## config.mk

```make
export PLATFORM = sky130hd
export DESIGN_NAME = clock_calendar
export DESIGN_NICKNAME = d
export VERILOG_FILES = /design/src/include/rtc_window_pkg.sv /design/src/hw/clock_calendar.sv
export VERILOG_INCLUDE_DIRS = /design/src /design/src/include
export SDC_FILE = /design/constraint.sdc
export NUM_CORES = 1
export LEC_CHECK = 0
export BUFFER_PORTS_ARGS = -buffer_cell sky130_fd_sc_hd__buf_2
export CORE_MARGIN = 2
export CORE_UTILIZATION = 48
export DETAILED_ROUTE_END_ITERATION = 10
export PLACE_DENSITY = 0.66
export SLEW_MARGIN = 0
export SYNTH_ARGS = -nofsm -noshare
export SYNTH_HDL_FRONTEND = slang
export SYNTH_SLANG_ARGS = --single-unit
```

## constraint.sdc

```tcl
create_clock -name sys_clk -period 3.93 [get_ports sys_clk]
set_input_delay 0.786 -clock sys_clk [delete_from_list [all_inputs] [get_ports sys_clk]]
set_output_delay 0.786 -clock sys_clk [all_outputs]
set_load 0.05 [all_outputs]
```

## src/include/rtc_window_cfg.svh

```systemverilog
// constants of the clock-calendar window access block
`ifndef RTC_WINDOW_CFG_SVH
`define RTC_WINDOW_CFG_SVH

// ---------------------------------------------------------------
// register word offsets
// ---------------------------------------------------------------
`define OFS_CLOCK_CONFIG   4'h0
`define OFS_TIME_WINDOW    4'h1
`define OFS_ALARM_CONFIG   4'h2
`define OFS_ALARM_WINDOW   4'h3
`define OFS_UNLOCK_KEY     4'h4

// ---------------------------------------------------------------
// field positions
// ---------------------------------------------------------------
`define BIT_WRITE_ENABLE   13
`define PTR_HI             9
`define PTR_LO             8
`define BE_UPPER           1
`define BE_LOWER           0

// ---------------------------------------------------------------
// reset values and key bytes
// ---------------------------------------------------------------
`define RST_PTR            2'h0
`define RST_PAIR           16'h0000
`define RST_DATA           16'h0000
`define KEY_FIRST          8'h55
`define KEY_SECOND         8'haa

// ---------------------------------------------------------------
// timing: unlock window is one instruction cycle
// ---------------------------------------------------------------
`define CLK_PERIOD_NS      50
`define UNLOCK_WINDOW_NS   50
`define UNLOCK_CYCLES      ((`UNLOCK_WINDOW_NS) / (`CLK_PERIOD_NS))

`endif

```

## src/include/rtc_window_pkg.sv

```systemverilog
// types of the clock-calendar window access block
package rtc_window_pkg;

   // two-bit window pointer
   typedef logic [1:0] ptr_t;

   // one register bus request, same clock as the block
   typedef struct packed {
      logic [3:0]  addr;   // word offset
      logic [15:0] wdata;  // write data
      logic [1:0]  be;     // byte lanes of a write
      logic        wr;     // write strobe
      logic        rd;     // read strobe
   } bus_req_t;

   // unlock key sequence tracker
   typedef enum logic [1:0] {
      key_idle,
      key_half,
      key_open
   } key_state_t;

endpackage

```

## src/hw/clock_calendar.sv

```systemverilog
// pointer window access front end of the clock calendar
// Operation
// - time pointer in clock config bits 9:8
// - time pointer maps pairs min/sec through year
// - time upper write with write enable set steps pointer down, floor 00
// - alarm pointer in alarm config bits 9:8
// - alarm pointer maps pairs, 11 selects nothing
// - alarm upper write steps pointer down, floor 00
// - any alarm window read steps pointer down
// - any time window read steps pointer down
// - lower byte write leaves pointer alone
// - time writes need write enable bit 13
// - enable settable only right after 55/aa key
`timescale 1ns/1ns
`include "rtc_window_cfg.svh"

module clock_calendar (
   input  wire logic                    sys_clk,
   input  wire logic                    rst_b,
   input  wire rtc_window_pkg::bus_req_t bus,
   output logic [15:0]                  rdata,
   output logic                         timer_write_enable,
   output rtc_window_pkg::ptr_t         time_window_pointer,
   output rtc_window_pkg::ptr_t         alarm_window_pointer
);
   import rtc_window_pkg::*;

   // ------------------------------------------------------------
   // storage and decode
   // ------------------------------------------------------------
   logic [15:0] time_pair [4];       // pair 3 upper byte unused
   logic [15:0] alarm_pair [3];      // pointer 11 has no pair
   key_state_t  key_state;           // unlock sequence state
   logic [7:0]  open_cnt;            // cycles left in unlock window
   logic        key_window;          // set of write enable allowed
   logic        wr_cfg;              // write to clock config
   logic        wr_acfg;             // write to alarm config
   logic        wr_time;             // write to time window
   logic        wr_alarm;            // write to alarm window
   logic        wr_key;              // write to unlock key
   logic        rd_time;             // read of time window
   logic        rd_alarm;            // read of alarm window
   logic        time_upper_ok;       // accepted upper time write
   logic [15:0] time_sel;            // time window view
   logic [15:0] alarm_sel;           // alarm window view
   logic [15:0] next_rdata;          // read mux result

   // strobe decode
   assign wr_cfg   = bus.wr && bus.addr == `OFS_CLOCK_CONFIG;
   assign wr_acfg  = bus.wr && bus.addr == `OFS_ALARM_CONFIG;
   assign wr_time  = bus.wr && bus.addr == `OFS_TIME_WINDOW;
   assign wr_alarm = bus.wr && bus.addr == `OFS_ALARM_WINDOW;
   assign wr_key   = bus.wr && bus.addr == `OFS_UNLOCK_KEY;
   assign rd_time  = bus.rd && bus.addr == `OFS_TIME_WINDOW;
   assign rd_alarm = bus.rd && bus.addr == `OFS_ALARM_WINDOW;
   // state literal and window flag kept apart, the enum name would be hidden
   assign key_window = (key_state == key_open);

   // locked writes are dropped whole, pointer included
   assign time_upper_ok = wr_time && timer_write_enable && bus.be[`BE_UPPER];

   // step a pointer down, holding at zero
   function automatic ptr_t step_down(input ptr_t p);
      step_down = (p == 2'h0) ? 2'h0 : p - 2'h1;
   endfunction

   // ------------------------------------------------------------
   // window views
   // ------------------------------------------------------------
   // time pointer picks a pair; pair 3 upper byte reads zero
   always_comb begin
      time_sel = time_pair[time_window_pointer];
      if (time_window_pointer == 2'h3) begin
         time_sel[15:8] = 8'h00;
      end
   end

   // alarm pointer 11 maps onto nothing
   always_comb begin
      if (alarm_window_pointer == 2'h3) begin
         alarm_sel = 16'h0000;
      end else begin
         alarm_sel = alarm_pair[alarm_window_pointer];
      end
   end

   // read mux; unmapped offsets read zero
   always_comb begin
      next_rdata = 16'h0000;
      unique case (bus.addr)
         `OFS_CLOCK_CONFIG: begin
            next_rdata[`BIT_WRITE_ENABLE]    = timer_write_enable;
            next_rdata[`PTR_HI:`PTR_LO]      = time_window_pointer;
         end
         `OFS_TIME_WINDOW:  next_rdata = time_sel;
         `OFS_ALARM_CONFIG: next_rdata[`PTR_HI:`PTR_LO] = alarm_window_pointer;
         `OFS_ALARM_WINDOW: next_rdata = alarm_sel;
         default:           next_rdata = 16'h0000;
      endcase
   end

   // ------------------------------------------------------------
   // read data, valid only in the cycle after the strobe
   // ------------------------------------------------------------
   always_ff @(posedge sys_clk or negedge rst_b) begin
      if (!rst_b) begin
         rdata <= `RST_DATA;
      end else if (bus.rd) begin
         rdata <= next_rdata;
      end else begin
         rdata <= `RST_DATA;
      end
   end

   // ------------------------------------------------------------
   // unlock key sequence
   // ------------------------------------------------------------
   // any other write breaks the sequence, so a stray store
   // between the two key bytes cannot open the lock
   always_ff @(posedge sys_clk or negedge rst_b) begin
      if (!rst_b) begin
         key_state <= key_idle;
         open_cnt  <= 8'h00;
      end else begin
         unique case (key_state)
            key_idle: begin
               if (wr_key && bus.wdata[7:0] == `KEY_FIRST) begin
                  key_state <= key_half;
               end
            end
            key_half: begin
               if (wr_key && bus.wdata[7:0] == `KEY_SECOND) begin
                  key_state <= key_open;
                  open_cnt  <= 8'(`UNLOCK_CYCLES);
               end else if (bus.wr) begin
                  key_state <= key_idle;
               end
            end
            key_open: begin
               // window closes after one instruction cycle
               if (open_cnt <= 8'h01 || bus.wr) begin
                  key_state <= key_idle;
                  open_cnt  <= 8'h00;
               end else begin
                  open_cnt  <= open_cnt - 8'h01;
               end
            end
            // unused code, fall back to a closed lock
            default: begin
               key_state <= key_idle;
               open_cnt  <= 8'h00;
            end
         endcase
      end
   end

   // ------------------------------------------------------------
   // timer write enable
   // ------------------------------------------------------------
   // clearing is always allowed; setting only in the key window
   always_ff @(posedge sys_clk or negedge rst_b) begin
      if (!rst_b) begin
         timer_write_enable <= 1'b0;
      end else if (wr_cfg && bus.be[`BE_UPPER]) begin
         if (!bus.wdata[`BIT_WRITE_ENABLE]) begin
            timer_write_enable <= 1'b0;
         end else if (key_window) begin
            timer_write_enable <= 1'b1;
         end
      end
   end

   // ------------------------------------------------------------
   // time window pointer
   // ------------------------------------------------------------
   always_ff @(posedge sys_clk or negedge rst_b) begin
      if (!rst_b) begin
         time_window_pointer <= `RST_PTR;
      end else if (wr_cfg && bus.be[`BE_UPPER]) begin
         time_window_pointer <= bus.wdata[`PTR_HI:`PTR_LO];
      end else if (time_upper_ok) begin
         // lower-only writes never reach here
         time_window_pointer <= step_down(time_window_pointer);
      end else if (rd_time) begin
         // the core cannot tell a byte read from a word read
         time_window_pointer <= step_down(time_window_pointer);
      end
   end

   // ------------------------------------------------------------
   // alarm window pointer
   // ------------------------------------------------------------
   always_ff @(posedge sys_clk or negedge rst_b) begin
      if (!rst_b) begin
         alarm_window_pointer <= `RST_PTR;
      end else if (wr_acfg && bus.be[`BE_UPPER]) begin
         alarm_window_pointer <= bus.wdata[`PTR_HI:`PTR_LO];
      end else if (wr_alarm && bus.be[`BE_UPPER]) begin
         alarm_window_pointer <= step_down(alarm_window_pointer);
      end else if (rd_alarm) begin
         alarm_window_pointer <= step_down(alarm_window_pointer);
      end
   end

   // ------------------------------------------------------------
   // time value storage, guarded by the write enable
   // ------------------------------------------------------------
   always_ff @(posedge sys_clk or negedge rst_b) begin
      if (!rst_b) begin
         for (int i = 0; i < 4; i++) begin
            time_pair[i] <= `RST_PAIR;
         end
      end else if (wr_time && timer_write_enable) begin
         if (bus.be[`BE_UPPER] && time_window_pointer != 2'h3) begin
            time_pair[time_window_pointer][15:8] <= bus.wdata[15:8];
         end
         if (bus.be[`BE_LOWER]) begin
            time_pair[time_window_pointer][7:0] <= bus.wdata[7:0];
         end
      end
   end

   // ------------------------------------------------------------
   // alarm value storage
   // ------------------------------------------------------------
   // pointer 11 writes fall on no register
   always_ff @(posedge sys_clk or negedge rst_b) begin
      if (!rst_b) begin
         for (int i = 0; i < 3; i++) begin
            alarm_pair[i] <= `RST_PAIR;
         end
      end else if (wr_alarm && alarm_window_pointer != 2'h3) begin
         if (bus.be[`BE_UPPER]) begin
            alarm_pair[alarm_window_pointer][15:8] <= bus.wdata[15:8];
         end
         if (bus.be[`BE_LOWER]) begin
            alarm_pair[alarm_window_pointer][7:0] <= bus.wdata[7:0];
         end
      end
   end
endmodule // clock_calendar

```

==> impl_metrics.json, run 1 <==
{
  "status": "finished clean",
  "cts-htree-levels": 4,
  "clkLatencyLatePin_ps": 420,
  "tns_ps": 0,
  "detail_route.drc_violations": 0,
  "final_cells": 731,
  "synth_cell_type_count": 57,
  "critPathBufInv": 1,
  "wire_length_of_the_first_global_routing_pass_um": 23900,
  "slew_headroom_pct": 34.6,
  "crit_path_max_fanout": 17,
  "critPathLaunch": "alarm_window_pointer[1]$_DFFE_PN0P_",
  "synthesis.area_um2": 6410,
  "crit-reg2reg-capture": "alarm_pair[3]$_DFFE_PN0P_",
  "synth-async-reset-ratio_pct": 100,
  "finalHoldViolCount": 0,
  "timing.reg2reg.setup_slack_ps": 1490,
  "worstSetupPathType": "flop to output pin",
  "dp_hpwl_um": 9650,
  "placeableCoreArea_um2": 13100,
  "maximum_root_to_sink_buffer_count": 2,
  "worst_ep_required_time_ps": 3140,
  "cp_num_cells": 1,
  "clock_pin_transition_on_the_worst_setup_and_hold_timing_paths_ps": 60,
  "highest-signal-layer": "met4",
  "post_cts.resized_instances": 0,
  "power_per_cell_area_nw_per_um2": 502,
  "synth_cells": 491,
  "dr_wl_met2_um": 7270,
  "synth.yosys.seq_area_share_pct": 52.7,
  "fin_skew_ps": 10.2,
  "worstRegToRegCells": 3,
  "boundaryPins": 47,
  "critical_path_arrival_ps": 1770,
  "diode_count": 0,
  "antenna_left": 0,
  "grt_usage_pct": 22.3,
  "leakagePower_uw": 0.00350,
  "finalNetCount": 573,
  "finalPower_uw": 3720,
  "cts_sinks": 135,
  "syn_area_per_cell_um2": 13.0,
  "maxCapViolCount": 0,
  "clock.fmax_mhz": 391,
  "crit_path_top_delay_cell": "sky130_fd_sc_hd__dfrtp_1",
  "worst_slew_pin_slew_ps": 980,
  "cts_buffers": 17,
  "ys_top_cells_by_area": "sky130_fd_sc_hd__dfrtp_1 (53%), sky130_fd_sc_hd__mux2_2 (18%), sky130_fd_sc_hd__mux2i_1 (4.4%)",
  "synth.yosys.warnings": 0,
  "route.detailed.wl_per_inst_um": 20.2,
  "vias": 4224,
  "dpl.cell_count": 699,
  "hold_buffers": 0,
  "io_buffers": 46,
  "critPathCaptureType": "output pin",
  "grt_setup_unrepaired": "no",
  "grt_max_degree": 106,
  "avgViaCountPerCell": 5.78,
  "crit_chain": "buf_2",
  "worstSetupEndpoint": "alarm_window_pointer[1]",
  "period_needed_ps": 2560,
  "slew_violations": 0,
  "final.period_utilization_pct": 65.1,
  "category_of_cells_accounting_for_the_largest_share_of_critical_path_delay": "flip-flops",
  "routed_metal_1_wirelength_um": 6430,
  "dieHeight_um": 120,
  "area.growth.synth_to_final_pct": 15.9,
  "worst_r2r_startpoint": "alarm_window_pointer[1]$_DFFE_PN0P_",
  "timing.final.setup_violations": 0,
  "max_stage_delay_ps": 930,
  "post_route_cells_drive_above_1_share_pct": 40.2,
  "gp_routability_congestion": 0.796,
  "grt.overflow.total": 0,
  "post_cts.repair.setup_buffers": 0,
  "sum_of_met3_wire_segment_lengths_after_detailed_routing_um": 741,
  "initial_utilization_pct": 48.8,
  "fillCellCount": 1103,
  "number_of_enable_type_register_cells_in_the_synthesized_netlist": 0,
  "drtIter0Drc": 290,
  "yosys_register_bits": 135,
  "cts_tree": "built",
  "vias_in_the_first_global_route": 4395,
  "vdd.ir_drop.worst_v": 0.000308,
  "root_buffer_master": "sky130_fd_sc_hd__clkbuf_16",
  "antenna_found_initial": 0,
  "synth.most_common_cell": "sky130_fd_sc_hd__dfrtp_1",
  "drt_wl_total_um": 14700,
  "synth_largest_type_area_fraction_pct": 52.7,
  "postSynthNetCount": 522,
  "multi_input_area_um2": 2850,
  "die_w_um": 120,
  "synth_commonest_cells": "sky130_fd_sc_hd__dfrtp_1 (135), sky130_fd_sc_hd__mux2_2 (105), sky130_fd_sc_hd__nor2_1 (30), sky130_fd_sc_hd__mux2i_1 (28), sky130_fd_sc_hd__a21oi_1 (24)",
  "synth_flop_cell": "sky130_fd_sc_hd__dfrtp_1",
  "area_of_all_sequential_standard_cells_um2": 3380,
  "total_die_area_um2": 14300,
  "floorplan.rows": 42,
  "synth_top_cell_by_area": "sky130_fd_sc_hd__dfrtp_1",
  "detail_route.first_pass.iterations": 4,
  "worst_hold_path_type": "input pin to asynchronous set/reset pin",
  "crit_path_launch_type": "flop"
}
registers in the layout, indices dropped and copies added, names as in the netlist:
signal                cells
time_window_pointer       2
rdata                    16
open_cnt                  8
time_pair                56
timer_write_enable        1
alarm_pair               48
alarm_window_pointer      2
key_state                 2
cell families after synthesis:
logic type                 count (synthesis)  share of synthesized area, %
and+or+nand+nor                           97                          10.6
muxes                                    141                          25.6
DFF                                      135                          52.7
AOI/OAI and AO/OA                         72                          7.21
buffers and inverters                     41                          2.79
adders and majority gates                  5                         0.977
worst register-to-register path, cell delays in order (launching register included):
cell	delay, ps
sky130_fd_sc_hd__dfrtp_1	930
sky130_fd_sc_hd__inv_1	290
sky130_fd_sc_hd__nor4_4	690
sky130_fd_sc_hd__mux2_2	420
report_power, final:
group          switching [uW]  internal, uW
Combinational             311           206
Sequential                107          1480
Clock                     623           999
area by class of cell:
cell class              count  area share (%)
repair buffers             55            4.10
clock inverters            15            2.41
multi-input cells         315            38.4
flip-flops and latches    135            45.5
well taps                 176            2.97
clock buffers              17            5.73
inverters                  18           0.910
through the flow:
stage / setup WS (ps) / util (%) / hold slack (ps) / area (um^2)
floorplan: 1740 / - / 472 / 6410
global placement: 1200 / 51.9 / 482 / 6820
detailed placement: 1170 / 51.9 / 488 / 6820
CTS: 1340 / 56.5 / 502 / 7420
global route: 1320 / 56.5 / 520 / 7420
finish: 1370 / 56.5 / 474 / 7420
cell usage in the layout (no fill, tap or decap), drive strengths merged, types with 10 or more instances in the layout:
master,netlist,routed
clkbuf,6,17
mux2i,28,28
nor2,33,33
nand2,10,10
o22ai,14,14
mux2,105,105
dfrtp,135,135
buf,17,55
inv,18,20
a21oi,24,24
worst min-delay path by stage:
stage | start | to | depth (start not counted)
finish | rst_b | key_state[0]$_DFFE_PN0P_ | 1
global route | time_pair[51]$_DFFE_PN0P_ | time_pair[51]$_DFFE_PN0P_ | 1
CTS | alarm_pair[24]$_DFFE_PN0P_ | alarm_pair[24]$_DFFE_PN0P_ | 1
detailed placement | alarm_pair[24]$_DFFE_PN0P_ | alarm_pair[24]$_DFFE_PN0P_ | 1
global placement | time_pair[38]$_DFFE_PN0P_ | time_pair[38]$_DFFE_PN0P_ | 1
floorplan | alarm_pair[24]$_DFFE_PN0P_ | alarm_pair[24]$_DFFE_PN0P_ | 1
per-layer routing:
metal | track usage (%) | vias up
li1 | - | 1909
met1 | 28.8 | 2172
met2 | 36.4 | 121
met3 | 5.09 | 22
met4 | 9.41 | 0
met5 | 0 | -
(Power assumes the default switching activity.)
==> run 2, diff against run 1 <==
- ABC_AREA: default -> 1
- clock period: 3.93 -> 2.5 ns (I/O delays scaled with it)
==> impl_metrics.json, run 2 <==
{
  "status": "finished clean",
  "area.growth.synth_to_final_pct": 14.6,
  "root_buffer_master": "sky130_fd_sc_hd__clkbuf_16",
  "clock.fmax_mhz": 511,
  "clock_pin_transition_on_the_worst_setup_and_hold_timing_paths_ps": 60,
  "top_regs": "time_pair x56, alarm_pair x48, rdata x16",
  "vias": 5095,
  "max_stage_delay_ps": 720,
  "final_common_cell": "sky130_fd_sc_hd__nand2_1",
  "critPathBufInv": 0,
  "detail_route.first_pass.iterations": 5,
  "finalNetCount": 799,
  "synthesis.area_um2": 6220,
  "yosys_register_bits": 135,
  "clkLatencyLatePin_ps": 420,
  "initial_utilization_pct": 49.3,
  "route.detailed.wl_per_inst_um": 15.4,
  "cts_buffers": 17,
  "synth_top_cell_by_area": "sky130_fd_sc_hd__dfrtp_1",
  "largest_register_ffs": 56,
  "post_route_cells_drive_above_1_share_pct": 14.9,
  "postLayoutSetupSlackWorst_ps": 541,
  "worst_slew_pin_slew_ps": 868,
  "slew_violations": 0,
  "drtIter0Drc": 522,
  "period_needed_ps": 1960,
  "leakagePower_uw": 0.00344,
  "drt_wl_total_um": 14700,
  "cts-htree-levels": 4,
  "synth.most_common_cell": "sky130_fd_sc_hd__nand2_1",
  "vdd.ir_drop.worst_v": 0.000412,
  "grt_max_degree": 64,
  "synth_largest_type_area_fraction_pct": 54.3,
  "post_cts.repair.setup_buffers": 0,
  "synth.yosys.warnings": 0,
  "die_w_um": 118,
  "antenna_found_initial": 1,
  "crit_path_launch_type": "flop",
  "power_per_cell_area_nw_per_um2": 786,
  "slew_headroom_pct": 42.1,
  "postSynthNetCount": 751,
  "io_buffers": 46,
  "post_cts.resized_instances": 0,
  "vias_in_the_first_global_route": 4881,
  "dieHeight_um": 118,
  "worst_ep_required_time_ps": 2800,
  "number_of_enable_type_register_cells_in_the_synthesized_netlist": 0,
  "crit_path_top_delay_cell": "sky130_fd_sc_hd__nor2_2",
  "gp_routability_congestion": 0.857,
  "finalHoldViolCount": 0,
  "boundaryPins": 47,
  "antenna_left": 0,
  "crit_chain": "nor2_2 -> nand2_2 -> nand2_1 -> o21ai_0",
  "crit_path_max_fanout": 18,
  "maxCapViolCount": 0,
  "cts_sinks": 135,
  "wire_length_of_the_first_global_routing_pass_um": 25100,
  "synth_flop_cell": "sky130_fd_sc_hd__dfrtp_1",
  "critPathCaptureType": "flop",
  "synth_cell_type_count": 32,
  "placeableCoreArea_um2": 12600,
  "synth_commonest_cells": "sky130_fd_sc_hd__nand2_1 (238), sky130_fd_sc_hd__dfrtp_1 (135), sky130_fd_sc_hd__o21ai_0 (84), sky130_fd_sc_hd__inv_1 (51), sky130_fd_sc_hd__o21ai_1 (34)",
  "grt_setup_unrepaired": "no",
  "dp_hpwl_um": 10300,
  "place_worst_setup_slack_ps": 434,
  "hold_buffers": 0,
  "fin_skew_ps": 8.03,
  "detail_route.drc_violations": 0,
  "floorplan.rows": 41,
  "tns_ps": 0,
  "critical_path_arrival_ps": 2250,
  "category_of_cells_accounting_for_the_largest_share_of_critical_path_delay": "simple AND/OR/NAND/NOR gates",
  "grt.overflow.total": 0,
  "synth_cells": 720,
  "synth.yosys.seq_area_share_pct": 54.3,
  "synth-async-reset-ratio_pct": 100,
  "total_die_area_um2": 13900,
  "worst_hold_path_type": "input pin to asynchronous set/reset pin",
  "cts_tree": "built",
  "commonest_cells_after_routing_fill_and_taps_aside": "sky130_fd_sc_hd__nand2_1 (238), sky130_fd_sc_hd__dfrtp_1 (135), sky130_fd_sc_hd__o21ai_0 (84)",
  "largest_register": "time_pair",
  "worstSetupPathType": "flop to flop",
  "timing.final.setup_violations": 0,
  "ys_top_cells_by_area": "sky130_fd_sc_hd__dfrtp_1 (54%), sky130_fd_sc_hd__nand2_1 (14%), sky130_fd_sc_hd__o21ai_0 (6.8%)",
  "maximum_root_to_sink_buffer_count": 2,
  "avgViaCountPerCell": 5.34,
  "final.period_utilization_pct": 78.3,
  "fillCellCount": 1166,
  "grt_usage_pct": 22.9,
  "syn_area_per_cell_um2": 8.64
}
## run 2: cell count changes after synthesis, sizes merged, moves of 8 or more
cell,previous run,this run
nand3,4,29
inv,18,52
mux4,8,0
nand2,10,246
o31ai,8,0
o21ai,8,125
a22oi,0,17
a21oi,24,15
mux2i,28,0
o22ai,14,1
mux2,105,0
## run 2: area by class of cell
type / count / area (um^2) / share of cell area (%)
Antenna cell: 1 / 2.50 / 0.0351
Clock buffer: 23 / 478 / 6.70
Multi-Input combinational cell: 509 / 2440 / 34.2
Timing Repair Buffer: 52 / 294 / 4.12
Tap cell: 172 / 215 / 3.02
Inverter: 53 / 199 / 2.79
Clock inverter: 9 / 123 / 1.72
Sequential cell: 135 / 3380 / 47.4
## run 2: metrics by stage
| step | util (%) | instance area (um^2) | cells | hold slack, ps | total power, uW |
|---|---|---|---|---|---|
| 3_5_place_dp | 51.7 | 6530 | 921 | 472 | 3110 |
| 4_1_cts | 56.5 | 7130 | 953 | 30.2 | 5640 |
| 2_1_floorplan | - | 6220 | 720 | 204 | 2860 |
| 3_3_place_gp | 51.7 | 6530 | 921 | 466 | 3090 |
| 6_report | 56.5 | 7130 | 954 | 13.4 | 5610 |
| 5_1_grt | 56.5 | 7130 | 953 | 47.1 | 5840 |
## run 2: cell families after synthesis
kind of cell,after synthesis,share of synthesized area (%)
flops,135,54.3
simple gates,329,22.3
compound gates,174,15.7
fa+ha+maj,5,1.01
xor+xnor,1,0.141
buf+inv,76,6.46
## run 2: report_power, final
part	internal (uW)	total (uW)	switching, uW
Combinational	169	652	483
Sequential	2320	2420	95.4
Clock	1640	2540	901
## run 2: final timing paths
path	startpoint	end	slack, ps	depth (start not counted)
min in group sys_clk	bus[13]	time_window_pointer[1]$_DFFE_PN0P_	330	3
max in group asynchronous	rst_b	time_pair[32]$_DFFE_PN0P_	1790	2
worst min-delay path	rst_b	time_pair[28]$_DFFE_PN0P_	10	1
worst max-delay path	time_window_pointer[0]$_DFFE_PN0P_	time_pair[62]$_DFFE_PN0P_	540	4
worst min register to register	time_pair[33]$_DFFE_PN0P_	time_pair[33]$_DFFE_PN0P_	480	2
worst max register to register	time_window_pointer[0]$_DFFE_PN0P_	time_pair[62]$_DFFE_PN0P_	540	4
## run 2: layer usage
layer	share of wire [%]	routed length (um)	vias to the layer above	GRT usage, %
met1	49	7250	2463	33.1
met4	1.8	259	0	7.76
met2	44	6450	146	33.2
li1	-	-	2464	-
met3	5.2	772	22	6.49
met5	0	0	-	0
==> run 3, diff against run 2 <==
- ABC_AREA: 1 -> 0
- PLACE_DENSITY: 0.66 -> 0.68
- clock period: 2.5 -> 1.8 ns (I/O delays scaled with it)
==> impl_metrics.json, run 3 (synthesis results as in run 1) <==
{
  "status": "finished clean",
  "antenna_found_initial": 0,
  "maximum_root_to_sink_buffer_count": 2,
  "max_stage_delay_ps": 450,
  "crit-reg2reg-capture": "open_cnt[6]$_DFFE_PN0P_",
  "route.detailed.wl_per_inst_um": 19.3,
  "worst_r2r_startpoint": "open_cnt[0]$_DFFE_PN0P_",
  "timing.final.setup_violations": 0,
  "worstSetupPathType": "flop to output pin",
  "worstRegToRegCells": 6,
  "final_common_cell": "sky130_fd_sc_hd__dfrtp_1",
  "dpl.cell_count": 748,
  "cts-htree-levels": 4,
  "top_regs": "time_pair x56, alarm_pair x48, rdata x16",
  "die_w_um": 120,
  "floorplan.rows": 42,
  "worst_ep_required_time_ps": 1440,
  "grt_setup_unrepaired": "yes",
  "clkLatencyLatePin_ps": 420,
  "grt.overflow.total": 0,
  "critical_path_arrival_ps": 1380,
  "placeableCoreArea_um2": 13100,
  "final.period_utilization_pct": 96.9,
  "total_die_area_um2": 14300,
  "grt_max_degree": 43,
  "clock.fmax_mhz": 573,
  "io_buffers": 46,
  "crit_path_launch_type": "flop",
  "clock_pin_transition_on_the_worst_setup_and_hold_timing_paths_ps": 60,
  "diode_count": 0,
  "detail_route.first_pass.iterations": 4,
  "timing.reg2reg.setup_slack_ps": 60,
  "category_of_cells_accounting_for_the_largest_share_of_critical_path_delay": "buffers and inverters",
  "maxCapViolCount": 0,
  "gp_routability_congestion": 0.892,
  "crit_chain": "buf_4 -> buf_2",
  "period_needed_ps": 1740,
  "whs_ps": 247,
  "leakagePower_uw": 0.00381,
  "avgViaCountPerCell": 5.66,
  "detail_route.drc_violations": 0,
  "crit_path_max_fanout": 10,
  "largest_register": "time_pair",
  "slew_violations": 0,
  "power_per_cell_area_nw_per_um2": 1000,
  "crit_path_top_delay_cell": "sky130_fd_sc_hd__dfrtp_2",
  "post-route-util_pct": 61.4,
  "root_buffer_master": "sky130_fd_sc_hd__clkbuf_16",
  "final_cells": 785,
  "dp_hpwl_um": 10600,
  "area_of_all_sequential_standard_cells_um2": 3380,
  "post_route_cells_drive_above_1_share_pct": 47.9,
  "cts_sinks": 135,
  "finalPower_uw": 8070,
  "critPathBufInv": 2,
  "grt_usage_pct": 22.7,
  "cts_buffers": 17,
  "timing.hold.worst_endpoint": "time_pair[55]$_DFFE_PN0P_",
  "worstHoldStart": "bus[11]",
  "finalNetCount": 627,
  "boundaryPins": 47,
  "fillCellCount": 1076,
  "cts_tree": "built",
  "finalHoldViolCount": 0,
  "commonest_cells_after_routing_fill_and_taps_aside": "sky130_fd_sc_hd__dfrtp_1 (130), sky130_fd_sc_hd__mux2_2 (105), sky130_fd_sc_hd__buf_4 (48)",
  "wire_length_of_the_first_global_routing_pass_um": 24600,
  "largest_register_ffs": 56,
  "worst_slew_pin_slew_ps": 436,
  "place_worst_setup_slack_ps": -231,
  "vdd.ir_drop.worst_v": 0.000744,
  "multi_input_area_um2": 2920,
  "antenna_left": 0,
  "slew_headroom_pct": 70.9,
  "fin_skew_ps": 6.63,
  "min_path_cells": 2,
  "area.growth.synth_to_final_pct": 25.9,
  "postLayoutSetupSlackWorst_ps": 56.1,
  "vias": 4441,
  "drtIter0Drc": 383,
  "initial_utilization_pct": 48.8,
  "worst_hold_path_type": "input pin to flop",
  "drt_wl_total_um": 15100,
  "critPathCaptureType": "output pin",
  "dieHeight_um": 120,
  "vias_in_the_first_global_route": 4575
}
[run 3: cell types whose count changed in the layout (fill, tap and decap cells not counted), sizes merged, moves of 8 or more]
cell / delta
nand2: -236
o21ai: -117
mux2: +105
buf: +56
inv: -33
mux2i: +28
nand3: -25
a22oi: -17
o22ai: +13
a21oi: +9
mux4: +8
o31ai: +8
[run 3: cell type report]
| class | count | area share [%] |
|---|---|---|
| Clock inverter | 10 | 1.18 |
| Multi-Input combinational cell | 315 | 36.2 |
| Tap cell | 176 | 2.73 |
| Timing Repair Buffer | 109 | 11.1 |
| Inverter | 18 | 0.838 |
| Clock buffer | 22 | 6.00 |
| Sequential cell | 135 | 42.0 |
[run 3: worst max-delay path by stage]
stage	start	slack, ps	cells after the start	end
2_1_floorplan	alarm_window_pointer[0]$_DFFE_PN0P_	-1	4	alarm_pair[40]$_DFFE_PN0P_
3_5_place_dp	bus[21]	-230	6	time_pair[30]$_DFFE_PN0P_
3_3_place_gp	bus[21]	-180	6	time_pair[28]$_DFFE_PN0P_
6_report	time_window_pointer[1]$_DFFE_PN0P_	60	2	time_window_pointer[1]
4_1_cts	open_cnt[0]$_DFFE_PN0P_	10	6	open_cnt[6]$_DFFE_PN0P_
5_1_grt	key_state[0]$_DFFE_PN0P_	-20	6	open_cnt[1]$_DFFE_PN0P_
[run 3: worst reg2reg max path, stage by stage, from the launching register on]
cell and delay [ps]:
sky130_fd_sc_hd__dfrtp_1 420, sky130_fd_sc_hd__inv_2 100, sky130_fd_sc_hd__ha_4 150, sky130_fd_sc_hd__or3b_2 490, sky130_fd_sc_hd__nor3_2 130, sky130_fd_sc_hd__o31ai_1 90, sky130_fd_sc_hd__a22o_1 240
[run 3: what timing repair did]
action	in CTS	in global routing
setup endpoints to repair	6	8
gates resized for setup	5	13
setup buffers	3	1
pin swaps	0	2
hold buffers	1	0
cloned	0	0
endpoints found under the hold margin	39	0
[run 3: metrics by stage]
stage | setup TNS [ps] | cell area, um^2
after floorplan | -8.45 | 6420
final | 0 | 8070
after CTS | 0 | 8000
after global routing | -36.3 | 8070
after detailed placement | -12420 | 7370
after global placement | -10060 | 7370
[run 3: report_power, final]
| group | internal (uW) | leakage, uW | switching [uW] |
|---|---|---|---|
| combinational | 564 | 0.00168 | 824 |
| clock | 2050 | 0.000282 | 1280 |
| sequential | 3240 | 0.00185 | 115 |
| total | 5850 | 0.00381 | 2220 |
[run 3: per-layer routing]
layer / wire length (um) / track usage, %
met1: 6460 / 30.6
met2: 7630 / 36.7
met3: 748 / 4.23
met4: 285 / 8.68
met5: 0 / 0
